==> config.mk <==
export PLATFORM = sky130hd
export DESIGN_NAME = hold_timer
export DESIGN_NICKNAME = d
export VERILOG_FILES = /design/src/common/test_seq_pkg.sv /design/src/rtl/hold_timer.sv
export SDC_FILE = /design/constraint.sdc
export NUM_CORES = 1
export LEC_CHECK = 0
export ABC_CLOCK_PERIOD_IN_PS = 2000
export BUFFER_PORTS_ARGS = -buffer_cell sky130_fd_sc_hd__buf_2
export CAP_MARGIN = 20
export CORE_AREA = 2 2 39 41
export DETAILED_ROUTE_END_ITERATION = 10
export DIE_AREA = 0 0 41 43
export PLACE_DENSITY = 0.66
export SLEW_MARGIN = 5
export SYNTH_ARGS = -nofsm -noshare
export SYNTH_HDL_FRONTEND = slang
export SYNTH_SLANG_ARGS = --single-unit
==> constraint.sdc <==
create_clock -name clk_i -period 2 [get_ports clk_i]
set_input_delay 0.2 -clock clk_i [delete_from_list [all_inputs] [get_ports clk_i]]
set_output_delay 0.2 -clock clk_i [all_outputs]
set_load 0.02 [all_outputs]
==> src/common/test_seq_pkg.sv <==
// Constants for the test operation sequencer
package test_seq_pkg;
   // APB register byte offsets
   localparam logic [7:0] CTRL_OFS   = 8'h00;
   localparam logic [7:0] SPEED_OFS  = 8'h04;
   localparam logic [7:0] ACCEL_OFS  = 8'h08;
   localparam logic [7:0] DIST_OFS   = 8'h0C;
   localparam logic [7:0] STATUS_OFS = 8'h10;
   localparam logic [7:0] REMAIN_OFS = 8'h14;
   localparam logic [7:0] CMD_OFS    = 8'h18;
   // CMD register bits (write pulses)
   localparam int CMD_FWD_BIT   = 0;
   localparam int CMD_REV_BIT   = 1;
   localparam int CMD_PAUSE_BIT = 2;
   // CTRL register bits
   localparam int CTRL_PC_LINK_BIT  = 0;
   localparam int CTRL_JOG_SEL_BIT  = 1;
   localparam int CTRL_POS_SEL_BIT  = 2;
   localparam int CTRL_MLESS_SEL_BIT = 3;
   // Reset values and write ceilings
   localparam logic [15:0] SPEED_RST = 16'h00C8;
   localparam logic [15:0] ACCEL_RST = 16'h03E8;
   localparam logic [15:0] ACCEL_MAX = 16'hC350;
   localparam logic [23:0] DIST_RST  = 24'h00_2710;
   localparam logic [23:0] DIST_MAX  = 24'h98_967F;
   // Timing
   localparam int unsigned CLK_HZ        = 100_000_000;
   localparam int unsigned TICK_HZ       = 1_000;
   localparam int unsigned TICK_DIV      = CLK_HZ / TICK_HZ;
   localparam int unsigned SET_HOLD_S    = 2;
   localparam int unsigned SET_HOLD_TICKS = SET_HOLD_S * TICK_HZ;
   localparam int unsigned STATUS_SCREENS = 8;
   // Motion direction codes
   localparam logic [1:0] DIR_STOP = 2'h0;
   localparam logic [1:0] DIR_CCW  = 2'h1;
   localparam logic [1:0] DIR_CW   = 2'h2;
   // Stop style codes
   localparam logic [1:0] STOP_NONE   = 2'h0;
   localparam logic [1:0] STOP_RAMP   = 2'h1;
   localparam logic [1:0] STOP_ABRUPT = 2'h2;
   typedef enum logic [4:0] {
      ST_IDLE  = 5'b00001,
      ST_JOG   = 5'b00010,
      ST_POS   = 5'b00100,
      ST_MLESS = 5'b01000,
      ST_EXIT  = 5'b10000
   } mode_e;
endpackage

==> src/rtl/hold_timer.sv <==
// Button hold timer on a 1 ms tick
module hold_timer
   import test_seq_pkg::*;
(
   input  wire logic clk_i,
   input  wire logic sys_rst_i,
   input  wire logic tick_i,
   input  wire logic hold_i,
   output logic      done_o
);
   logic [11:0] cnt_ff;

   always_ff @(posedge clk_i or posedge sys_rst_i) begin
      if (sys_rst_i) begin
         cnt_ff <= 12'h000;
      end else if (!hold_i) begin
         cnt_ff <= 12'h000;
      end else if (tick_i && cnt_ff < 12'(SET_HOLD_TICKS)) begin
         cnt_ff <= cnt_ff + 12'h001;
      end
   end

   always_ff @(posedge clk_i or posedge sys_rst_i) begin
      if (sys_rst_i) begin
         done_o <= 1'b0;
      end else begin
         done_o <= hold_i && (cnt_ff >= 12'(SET_HOLD_TICKS));
      end
   end
endmodule

==> results.md, run 1 <==
Status:
- The run finished with clean final reports.

STA:
- The setup slack after layout is 0.486 ns.
- Final hold analysis gives a worst-case slack of 0.192 ns.
- Derived from the worst setup path, the maximum achievable clock frequency is 661 MHz.
- The hold violation count in the final report is 0.
- For the pin with the worst max-slew slack, the measured transition is 0.500 ns.
- Setup total negative slack on the finished layout was measured at 0 ns.
- The count of pins over their slew limit was 0.
- The worst pin sits at a relative slew slack of 66.6%.
- Setup repair after global routing left no endpoint under its margin.
- The worst setup skew after layout is 0.00679 ns.
- The smallest clock period supported by the final layout is computed as 1.51 ns.
- Setup violations remaining at the end of the flow were counted as 0.
- In the finished design, the share of the clock period the worst path needs comes to 75.7%.

Drt:
- The number of iterations in the first detailed-routing pass is 4.
- The DRC violations left is 0.
- The final layout contains routed wiring with a total length of 1190 um.
- The detailed router placed 499 vias in this run.
- Once detail routing completed, the nets flagged for antenna violations numbered 0.
- After the first detailed-routing iteration, the DRC count stood at 14.
- Dividing the detail-routed wire length by the instance count gives 13.5 um.
- In the routed layout, each cell is associated on average with a via count of 5.67.

Yosys:
- After technology mapping, the gate count stands at 63.
- The number of synthesized register bits is 13.
- The area of the mapped netlist is 679 um^2.
- The post-synthesis cell type with the largest combined area is dfrtp_1.
- Each instance of the synthesized netlist takes up on average 10.8 um^2.
- The synthesized design devotes to its leading area cell type 47.9% of total area.
- Yosys mapped the design onto 28 distinct sky130hd cell types.
- Sequential cells were found to cover 47.9% of the synthesized design area.
- When the netlist entered floorplanning its net count stood at 69.
- Ranked by total cell area, the synthesized netlist is headed by dfrtp_1, nor2_1, xor2_1.
- The Yosys warning count is 0.

Die:
- The number of ports placed on the die boundary is 5.
- Once the floorplan was initialized, standard cells occupied 49.1% of the core.
- The die covers 1760 um^2.
- The height of the die is 43 um.
- The area of the core region is 1380 um^2.
- The cell row count is 14.
- The chip width is 41 um.

Run:
- The tool flagged a number of max-cap violations equal to 0.

Clocking:
- In this run the number of H-tree levels came out at 1.
- The cell sitting at the root of the clock tree is a clkbuf_4.
- The number of buffers inserted to repair setup after CTS is 0.
- Clock latency on the worst-skew pair, taken at its later pin, is 0.28 ns.
- Counting the buffers created by CTS gives 3.
- TritonCTS built the clock tree.
- Counting every sink on the clock net gives 13.
- After clock tree synthesis, the clock-pin slew on the worst setup and hold paths is 0.08 ns.
- The clock passes through at most 2 buffers.

Critical path:
- The critical path arrival is 1.67 ns.
- Of all nets on the critical path, the largest fanout is 4.
- The count of cells along the worst register-to-register path is 4.
- The kind of cell with the highest combined delay along the critical path is simple AND/OR/NAND/NOR gates.
- The internal reg-to-reg setup slack is 0.49 ns.
- The worst setup path is of the reg2reg kind.
- On the worst path, the slowest cell contributes a delay of 0.41 ns.
- The slowest stage cell on the critical path is dfrtp_1.
- The count of buffering cells on the critical path with inverters included is 0.
- The critical path starts at cnt_ff[11].
- The kind of start point of the critical path is a flop.
- The required time of the critical path is 2.16 ns.
- In this run the critical register-to-register path is captured at cnt_ff[9].
- The endpoint kind of the worst setup timing path is a flop.
- The critical path goes through and4b_2 > nand4_1 > o311ai_0 > o41ai_1.
- In this run the number of cells on the critical path is 4.
- The most critical setup path has its endpoint at cnt_ff[9].
- The startpoint identified for the worst register-to-register timing path is cnt_ff[11].

Power and ir drop:
- The overall power consumption is 470 uW.
- The total power density per cell area is 622 nW/um^2.
- The maximum vdd ir drop is 0.430 mV.
- In this run the static leakage power is 0.341 nW.

Finish:
- The number of antenna diodes in the final layout is 0.
- The core occupancy in the finished layout is 54.6%.
- The final net count is 79.
- The share of final-layout standard cells stronger than drive strength 1 is 18.1%.
- The post-route non-filler standard cell count is 88.
- From synthesis to final layout, the design area changed by 11.2%.
- The area of all placed cells without fillers is 756 um^2.

GRT:
- The first global-routing pass estimated 2010 um of wire.
- The number of antenna violations at the first check in global routing came to 0.
- The total grt overflow is 0.
- Entering global routing, the biggest net connects 14 pins.
- The via count of the first global-routing pass is 483.
- The overall track demand over capacity in global routing is 17.6%.

Placed design:
- The weighted congestion at the end of routability-driven global placement is 0.708.
- Detailed placement ended at an HPWL of 851 um.
- In this run the cell area measured after placement is 719 um^2.
- The worst setup slack after placement is 0.495 ns.
- The number of I/O port buffers is 4.
- After detailed placement, the design holds a cell count of 83.

Min path:
- The path class of the tightest hold or removal check is in2reg.
- Counting instances, the worst hold path has a depth of 2.
==> synth_stat cells <==
cell type / n
and4b_2: 1
o41ai_1: 2
xor2_1: 4
o211ai_1: 4
and2_2: 1
a21oi_1: 1
dfrtp_1: 13
xnor2_1: 1
o311ai_0: 1
mux2i_1: 1
o21ai_0: 1
and2b_2: 1
o21a_1: 1
nand4_1: 1
and2_1: 1
nand2b_1: 1
nand2_1: 1
inv_1: 4
o21ai_4: 1
nand4_2: 1
ha_1: 2
nand4_4: 1
clkinv_1: 1
o21ai_1: 2
a211oi_1: 1
or3_1: 1
o2111ai_1: 2
nor2_1: 11
==> kinds of logic after synthesis <==
family / after synthesis / share of synthesized area, %
AND/OR/NAND/NOR: 21 / 19.3
AO/OA/AOI/OAI: 16 / 18.4
flip-flops: 13 / 47.9
XOR/XNOR: 5 / 6.45
buffers and inverters: 5 / 2.76
adder cells (fa/ha/maj): 2 / 3.68
multiplexers: 1 / 1.47
==> power by group <==
group / internal, mW / switching, mW / leakage, nW
Clock: 0.0775 / 0.0907 / 0.0150
Combinational: 0.0117 / 0.0198 / 0.146
Sequential: 0.267 / 0.00343 / 0.180
Total: 0.356 / 0.114 / 0.341
==> worst reg2reg max path: stages (launching register included) <==
cell      delay (ns)
dfrtp_1         0.41
and4b_2         0.35
nand4_1         0.18
o311ai_0        0.32
o41ai_1         0.13
==> cells in the final DEF, fill, tap and decap left out, types with 2 or more instances in the layout <==
cell type	instances
o211ai_1	4
ha_1	2
dfrtp_1	13
o21ai_1	2
o2111ai_1	2
nor2_1	11
o41ai_1	2
buf_2	4
inv_1	4
xor2_1	4
clkbuf_4	3
==> state kept, by name, summed over array words and instances, names as in the netlist <==
signal / count
done_o: 1
cnt_ff: 12
==> timing repair <==
| action | 4_1_cts | 5_1_grt |
|---|---|---|
| hold endpoints to repair | 13 | 0 |
| gates resized for setup | 0 | 0 |
| hold buffers | 1 | 0 |
==> final cells by class <==
cell class / instances / area, um^2
fill: 123 / 628
multi-input combinational: 45 / 335
sequential: 13 / 325
timing repair buffer: 5 / 30.0
clock buffer: 4 / 26.3
tap: 16 / 20.0
inverter: 5 / 18.8
==> worst min-delay path by stage <==
stage	startpoint	to	slack, ns
2_1_floorplan	sys_rst_i	cnt_ff[0]	0.08
3_3_place_gp	sys_rst_i	done_o	0.25
3_5_place_dp	sys_rst_i	done_o	0.25
4_1_cts	hold_i	cnt_ff[10]	0.19
5_1_grt	hold_i	cnt_ff[10]	0.20
6_report	hold_i	cnt_ff[10]	0.19
==> per-layer routing <==
metal	part of all wire, %	global-route usage (%)	routed length (um)
met1	47	22.4	562
met3	3.1	4.71	37
met4	3.2	12.0	38
met5	0	0	0
met2	46	25.0	548
(Power assumes the default switching activity.)
==> run 2: changes to the inputs <==
--- a/config.mk
+++ b/config.mk
@@ -5,13 +5,12 @@
 export SDC_FILE = /design/constraint.sdc
 export NUM_CORES = 1
 export LEC_CHECK = 0
-export ABC_CLOCK_PERIOD_IN_PS = 2000
+export ABC_CLOCK_PERIOD_IN_PS = 1300
 export BUFFER_PORTS_ARGS = -buffer_cell sky130_fd_sc_hd__buf_2
 export CAP_MARGIN = 20
-export CORE_AREA = 2 2 39 41
+export CORE_UTILIZATION = 50
 export DETAILED_ROUTE_END_ITERATION = 10
-export DIE_AREA = 0 0 41 43
-export PLACE_DENSITY = 0.66
+export PLACE_DENSITY = 0.68
 export SLEW_MARGIN = 5
 export SYNTH_ARGS = -nofsm -noshare
 export SYNTH_HDL_FRONTEND = slang
==> constraint.sdc (replaced) <==
create_clock -name clk_i -period 1.3 [get_ports clk_i]
set_input_delay 0.13 -clock clk_i [delete_from_list [all_inputs] [get_ports clk_i]]
set_output_delay 0.13 -clock clk_i [all_outputs]
set_load 0.02 [all_outputs]
==> results.md, run 2 (synthesis gave the netlist of run 1 again) <==
Status:
- The run finished, with violations left.
- The checks that failed: setup timing.

Die:
- The effective utilization at floorplan is 57.3%.
- The cell row count is 12.
- The area of the core region is 1190 um^2.
- For this design the top-level I/O count stands at 5.
- The chip width is 38.9 um.
- The area enclosed by the die boundary is 1510 um^2.
- The height of the die is 38.9 um.

Finish:
- The core occupancy in the finished layout is 79.1%.
- The most flop-heavy register is cnt_ff.
- The number of fill cells is 78.
- The post-route non-filler standard cell count is 104.
- Compared with the post-synthesis result, the final layout area differs by 38.1%.
- In the final layout, the registers with the most flip-flops are cnt_ff x12, done_o x1.
- The final net count is 97.
- The footprint of the multi-input gates is 388 um^2.
- In the layout the commonest cells are buf_4, dfrtp_1, nor2_1.
- The number of inserted diodes is 0.
- The library cell used most frequently in the layout, excluding fill and tap cells, is buf_4.
- The sequential cell area is 325 um^2.
- The share of final-layout standard cells stronger than drive strength 1 is 41.1%.
- The flip-flop count of the largest register, all copies and words added is 12.

GRT:
- The number of antenna violations at the first check in global routing is 0.
- The via count of the first global-routing pass is 600.
- The maximum number of pins on one net before global-route repair is 14.
- The total grt overflow is 0.
- In the global route stage, overall resource usage came out at 25.2%.
- The first-pass GRT wire length is 2510 um.

Clocking:
- The number of clock buffers added by TritonCTS is 3.
- The number of sinks on the clock net is 13.
- The clock transition at the registers of the reported paths is 0.08 ns.
- No sink is reached through more buffers than the 2 on the longest clock path.
- At the later pin of the worst-skew pair, clock insertion delay measures 0.27 ns.
- TritonCTS built the clock tree.
- In this run the number of H-tree levels came out at 1.
- The root cell of the clock tree is clkbuf_4.

Power and ir drop:
- Cell internal power was estimated by the tool at 553 uW.
- For this design the ratio of total power to cell area is 772 nW/um^2.
- The analysis attributes to net switching a power of 172 uW.
- The maximum vdd ir drop is 0.702 mV.
- Sequential cells burn 57.4% of the power.
- The proportion of power drawn by combinational gates is 8.2%.
- Per report_power, the clock group accounts for 34.4% of the total.
- The fraction of power spent switching nets is 23.8%.
- The leakage power of the design is 0.447 nW.

Drt:
- The number of DRC markers after the initial detailed-route iteration is 11.
- The wire length on met1 is 707 um.
- In this run the remaining antenna-violating nets after routing total 0.
- The routed wire length per instance is 15.3 um.
- The final routed wirelength across all metal layers is 1590 um.
- In the detailed route, the total length drawn on met3 is 33 um.
- The number of iterations in the first detailed-routing pass is 4.
- The detailed route wirelength on metal2 is 844 um.
- The top routing layer in use is met4.
- The routed layout has 587 vias.
- The per-cell via count in the routed design is 5.64.
- In the routed design, unresolved DRC markers number 0.

STA:
- The portion of the clock cycle consumed by the worst path in the final layout is 111%.
- The final critical-path required period is 1.44 ns.
- Summed over all failing endpoints, the final setup total negative slack is -0.501 ns.
- Based on the critical path, the design can be clocked at up to 693 MHz.
- Setup repair after global routing could not meet its margin everywhere.
- The hold slack is 0.146 ns.
- Clock skew on the completed layout was measured at 0.00649 ns.
- The hold violation count in the final report came to 0.
- The setup-violating endpoint count in the final report is 6.
- The slew at the pin with the worst max-slew slack is 0.519 ns.
- The count of pins over their slew limit is 0.
- The setup slack after layout is -0.143 ns.
- Headroom to the max-slew limit came out at 65.4%.

Placed design:
- The half-perimeter wire length after placement is 1030 um.
- Including well taps, the total number of placed cells is 95.
- OpenSTA, run right after detailed placement, puts the worst setup slack at -0.0940 ns.
- The number of I/O port buffers is 4.
- The weighted congestion at the end of routability-driven global placement is 0.710.

Critical path:
- The required time of the critical path is 1.46 ns.
- The critical-path maximum fanout is 3.
- The internal reg-to-reg setup slack is -0.14 ns.
- The kind of start point of the critical path is a flop.
- The critical path arrival is 1.60 ns.
- STA classifies the critical path endpoint as a flop.
- The worst setup path is of the reg2reg kind.

Run:
- Max-cap violations in this run came to 0.

Min path:
- The path class of the tightest hold or removal check is in2reg.
==> run 2: worst paths after layout <==
kind                       depth (start not counted)        from          to
max in group asynchronous                          3   sys_rst_i   cnt_ff[4]
min in group asynchronous                          3   sys_rst_i      done_o
max reg2reg                                        5  cnt_ff[11]   cnt_ff[7]
max                                                5  cnt_ff[11]   cnt_ff[7]
min reg2reg                                        1  cnt_ff[10]  cnt_ff[10]
min                                                2      hold_i  cnt_ff[10]
==> run 2: layer usage <==
metal  vias up  global-route usage, %
met5         -                      0
met4         0                   7.76
met3         2                   5.20
met2         9                   48.8
met1       293                   26.5
li1        283                      -
==> run 2: worst max-delay path: stages, from the launching register on <==
cell and delay (ns):
dfrtp_1 0.39, and4b_2 0.33, nand4_1 0.16, buf_4 0.18, o211ai_1 0.17, o41ai_2 0.10
==> run 2: area by class of cell <==
cell class | count | area share [%]
multi-input cells | 45 | 41.3
flip-flops and latches | 13 | 34.7
repair buffers | 23 | 17.3
clock buffers | 4 | 2.80
inverters | 5 | 2.00
well taps | 14 | 1.87
==> run 2: metrics by stage <==
step,power [mW],instance area [um^2]
2_1_floorplan,0.455,679
3_3_place_gp,0.473,822
3_5_place_dp,0.477,822
4_1_cts,0.726,901
5_1_grt,0.752,938
6_report,0.725,938
==> run 2: timing repair <==
item                                   in CTS  in global routing
endpoints found under the hold margin      13                  0
setup buffers                               2                  3
pin swaps                                   3                  4
hold buffers                                1                  0
setup endpoints to repair                   5                  6
gates resized for setup                     5                  5
==> run 2: power groups by stage <==
stage	sequential [mW]	combinational [mW]	clock (mW)
after floorplan	0.423	0.0327	0
after global placement	0.423	0.0502	0
after detailed placement	0.424	0.0533	0
after CTS	0.416	0.0576	0.252
after global routing	0.417	0.0664	0.269
final	0.416	0.0593	0.250
==> run 3: changes to the inputs <==
--- a/config.mk
+++ b/config.mk
@@ -5,12 +5,14 @@
 export SDC_FILE = /design/constraint.sdc
 export NUM_CORES = 1
 export LEC_CHECK = 0
+export ABC_AREA = 1
 export ABC_CLOCK_PERIOD_IN_PS = 1300
 export BUFFER_PORTS_ARGS = -buffer_cell sky130_fd_sc_hd__buf_2
 export CAP_MARGIN = 20
-export CORE_UTILIZATION = 50
+export CORE_ASPECT_RATIO = 1.1
+export CORE_UTILIZATION = 30
 export DETAILED_ROUTE_END_ITERATION = 10
-export PLACE_DENSITY = 0.68
+export PLACE_DENSITY = 0.44
 export SLEW_MARGIN = 5
 export SYNTH_ARGS = -nofsm -noshare
 export SYNTH_HDL_FRONTEND = slang
==> results.md, run 3 <==
Critical path:
- The slowest stage cell on the critical path is dfrtp_1.
- STA puts the critical path data required time at 1.48 ns.
- The endpoint identified for the worst register-to-register timing path is cnt_ff[4].
- For the worst flop-to-flop path, the logic depth is 8.
- Walking the worst path, the cells encountered are ha_1 > nand2_1 > inv_2 > nand2_1 > xor2_1 > nor2_1 > nand2_1 > nand2_1.
- The kind of cell with the highest combined delay along the critical path is flip-flops.
- In this run the worst path has a maximum fanout of 7.
- Data arrives at the worst endpoint at 1.37 ns.
- The worst setup path is launched from a flop.
- Across all register-to-register paths, the minimum setup slack is 0.10 ns.
- The library cell appearing most often on the critical path is nand2_1.
- The classification of the worst setup path is reg2reg.
- The worst flop-to-flop path startpoint is cnt_ff[0].
- The count of buffering cells on the critical path with inverters included is 1.
- The worst setup path is captured at a flop.
- For this run, the slowest stage of the critical path takes 0.38 ns.

STA:
- The worst slew margin relative to its limit is 64.7%.
- The setup-violating endpoint count in the final report is 0.
- The final critical-path required period is 1.20 ns.
- The portion of the clock cycle consumed by the worst path in the final layout is 92.2%.
- For the final routed database, the setup TNS stands at 0 ns.
- The count of pins over their slew limit is 0.
- Based on the critical path, the design can be clocked at up to 835 MHz.
- At the pin with the least slew margin, the transition time is 0.529 ns.
- The hold violation count in the final report is 0.
- Setup repair after global routing left no endpoint under its margin.
- Clock skew on the completed layout was measured at 0.00298 ns.
- Hold timing on the final database bottoms out at a slack of 0.181 ns.

Status:
- The run finished with clean final reports.

Power and ir drop:
- The sequential power share is 55.9%.
- In this run the static leakage power is 0.524 nW.
- The overall power consumption is 741 uW.
- For this design the total switching power over the nets is 188 uW.
- The total power density per cell area is 779 nW/um^2.
- The internal power contribution is 552 uW.
- The fraction of power spent switching nets is 25.4%.
- The maximum vdd ir drop is 0.344 mV.
- The share of total power dissipated in combinational logic is 9.4%.
- The share of total power dissipated in the clock network is 34.6%.

Min path:
- The worst hold path terminates at cnt_ff[11].
- Along the worst hold path, the cell count comes to 3.
- The kind of path behind the tightest hold check is in2reg.
- In this run the most critical hold path is launched from hold_i.

Yosys:
- In this run, distinct cell masters in the synthesized netlist total 20.
- Of all cell types, the one taking the most synthesized area is dfrtp_1.
- The Yosys warning count is 0.
- The cell area that synthesis handed to floorplanning was 783 um^2.
- The gate count after technology mapping is 106.
- The commonest cells after synthesis are nand2_1, inv_1, dfrtp_1.
- The number of synthesized register bits is 13.
- The most frequently used cell type in the post-synthesis netlist is nand2_1.
- The net count after synthesis is 112.
- Among all flip-flop cells after synthesis, the most frequent one is dfrtp_1.
- In the synthesized netlist the async set-or-reset flop fraction comes to 100%.
- After synthesis, the cell types taking the most area are dfrtp_1, nand2_1, inv_1.
- The share of synthesized area in the top cell type comes to 41.5%.
- The post-synthesis sequential area ratio is 41.5%.
- The number of synthesized flops with an enable pin is 0.
- The average cell area after synthesis is 7.39 um^2.

Die:
- After floorplanning, the core was divided into 19 placement rows.
- The die is 50.7 um wide.
- In this run the vertical extent of the chip is 55.6 um.
- The area of the core region is 2500 um^2.
- Once the floorplan was initialized, standard cells occupied 31.4% of the core.
- The number of ports placed on the die boundary is 5.
- The area enclosed by the die boundary is 2820 um^2.

Placed design:
- The post-placement cell area is 890 um^2.
- The number of I/O port buffers is 4.
- The half-perimeter wire length after placement is 1260 um.
- The total placed cells including tap cells is 147.
- The weighted congestion at the end of routability-driven global placement is 0.831.

Clocking:
- No sink is reached through more buffers than the 2 on the longest clock path.
- In this run the number of H-tree levels came out at 1.
- The source-to-sink clock delay at the later pin of the worst-skew pair is 0.27 ns.
- The cell sitting at the root of the clock tree is a clkbuf_4.
- Clock tree synthesis found a total of 13 sinks.
- The TritonCTS clock tree is built.
- The clock transition at the registers of the reported paths is 0.08 ns.
- The number of buffers created by CTS is 3.

Finish:
- The growth of design area from synthesis to finish is 21.4%.
- For this run, the number of standard cells in the final layout without fillers is 154.
- The most common library cell in the layout ignoring fill and taps is nand2_1.
- After routing the design area is 951 um^2.
- Ranked by flip-flop count, first place goes to cnt_ff.
- The register with the most flip-flops in the layout has 12 of them.
- The top cell types in the final layout, fill and taps aside, are nand2_1, inv_1, dfrtp_1.
- The share of final-layout standard cells stronger than drive strength 1 is 22.8%.
- The largest registers in the layout are cnt_ff x12, done_o x1.
- The number of inserted diodes is 0.
- In the final design database the tool counted 130 nets.

Drt:
- For this block, the via count after detailed routing is 698.
- After detailed routing, the number of vias per cell comes to 4.53.
- The DRC violations left is 0.
- In this run, the number of DRC markers left after iteration 0 of detailed routing was 5.
- The detail route stage leaves a number of antenna-violating nets equal to 0.
- The number of iterations in the first detailed-routing pass is 4.
- The final routed wirelength across all metal layers is 1680 um.
- The routed wire length per instance is 10.9 um.

GRT:
- The via count of the first global-routing pass is 667.
- Summed over all layers, the global routing overflow is 0.
- The first global-routing pass estimated 3040 um of wire.
- The overall track demand over capacity in global routing is 14.7%.
- Entering global routing, the biggest net connects 14 pins.
- The number of antenna violations at the first check in global routing was 0.

Run:
- The count of max-cap constraint violations is 0.
==> run 3: changes by cell type after synthesis, moves of 2 or more <==
cell,before,now
nand2_1,1,34
inv_1,4,14
nand3_1,0,8
nand4_1,1,7
o211ai_1,4,0
nor2_4,0,2
o2111ai_1,2,0
o41ai_1,2,0
==> run 3: final cells by class <==
| type | instances | area, um^2 |
|---|---|---|
| inverter | 16 | 67.6 |
| clock buffer | 4 | 26.3 |
| multi-input combinational | 76 | 395 |
| tap | 31 | 38.8 |
| sequential | 13 | 325 |
| timing repair buffer | 14 | 97.6 |
| fill | 273 | 1550 |
==> run 3: power by group through the flow <==
stage               logic, mW  clock network (mW)  registers (mW)
finish                 0.0698               0.257           0.414
floorplan              0.0407                   0           0.424
global placement       0.0678                   0           0.422
CTS                    0.0714               0.273           0.414
detailed placement     0.0684                   0           0.422
global route           0.0804               0.296           0.415
==> run 3: repair_timing <==
item / in CTS / in global routing
setup buffers: 0 / 2
hold buffers: 1 / 0
resized for setup: 0 / 5
endpoints found under the hold margin: 13 / 0
endpoints found under the setup margin: 0 / 11
==> run 3: per-layer routing <==
layer | vias to the layer above | track usage (%) | wire length, um
met1 | 323 | 18.7 | 815
li1 | 368 | - | -
met2 | 5 | 22.3 | 811
met5 | - | 0 | 0
met3 | 2 | 4.10 | 34
met4 | 0 | 7.94 | 13
==> run 3: kinds of logic (layout without fill, tap and decap cells) <==
| logic type | Yosys count | count (layout) | share of synthesized area (%) |
|---|---|---|---|
| XOR/XNOR | 3 | 3 | 3.36 |
| buffers and inverters | 17 | 34 | 8.94 |
| adder cells (fa/ha/maj) | 2 | 2 | 3.19 |
| AND/OR/NAND/NOR | 67 | 67 | 40.1 |
| flip-flops | 13 | 13 | 41.5 |
| AO/OA/AOI/OAI | 4 | 4 | 2.88 |
==> run 3: stage by stage <==
step                      worst slack, ns  util, %
after floorplan                    0.0973        -
after global placement             0.0790     35.6
after detailed placement           0.0611     35.6
after CTS                          0.0504     37.1
after global routing              0.00645     38.1
final                               0.102     38.1
==> run 3: worst min-delay path, delay by kind of cell <==
| kind | cells | cell delay, ns |
|---|---|---|
| simple gates | 1 | 0.08 |
| buf+inv | 2 | 0.22 |
==> run 3: worst max path at each step <==
stage	from	slack, ns	to	depth (start not counted)
2_1_floorplan	cnt_ff[0]	0.1	cnt_ff[4]	8
3_3_place_gp	cnt_ff[9]	0.08	cnt_ff[8]	8
3_5_place_dp	cnt_ff[0]	0.06	cnt_ff[4]	8
4_1_cts	cnt_ff[0]	0.05	cnt_ff[4]	8
5_1_grt	cnt_ff[1]	0.006	cnt_ff[4]	8
6_report	cnt_ff[0]	0.10	cnt_ff[4]	8
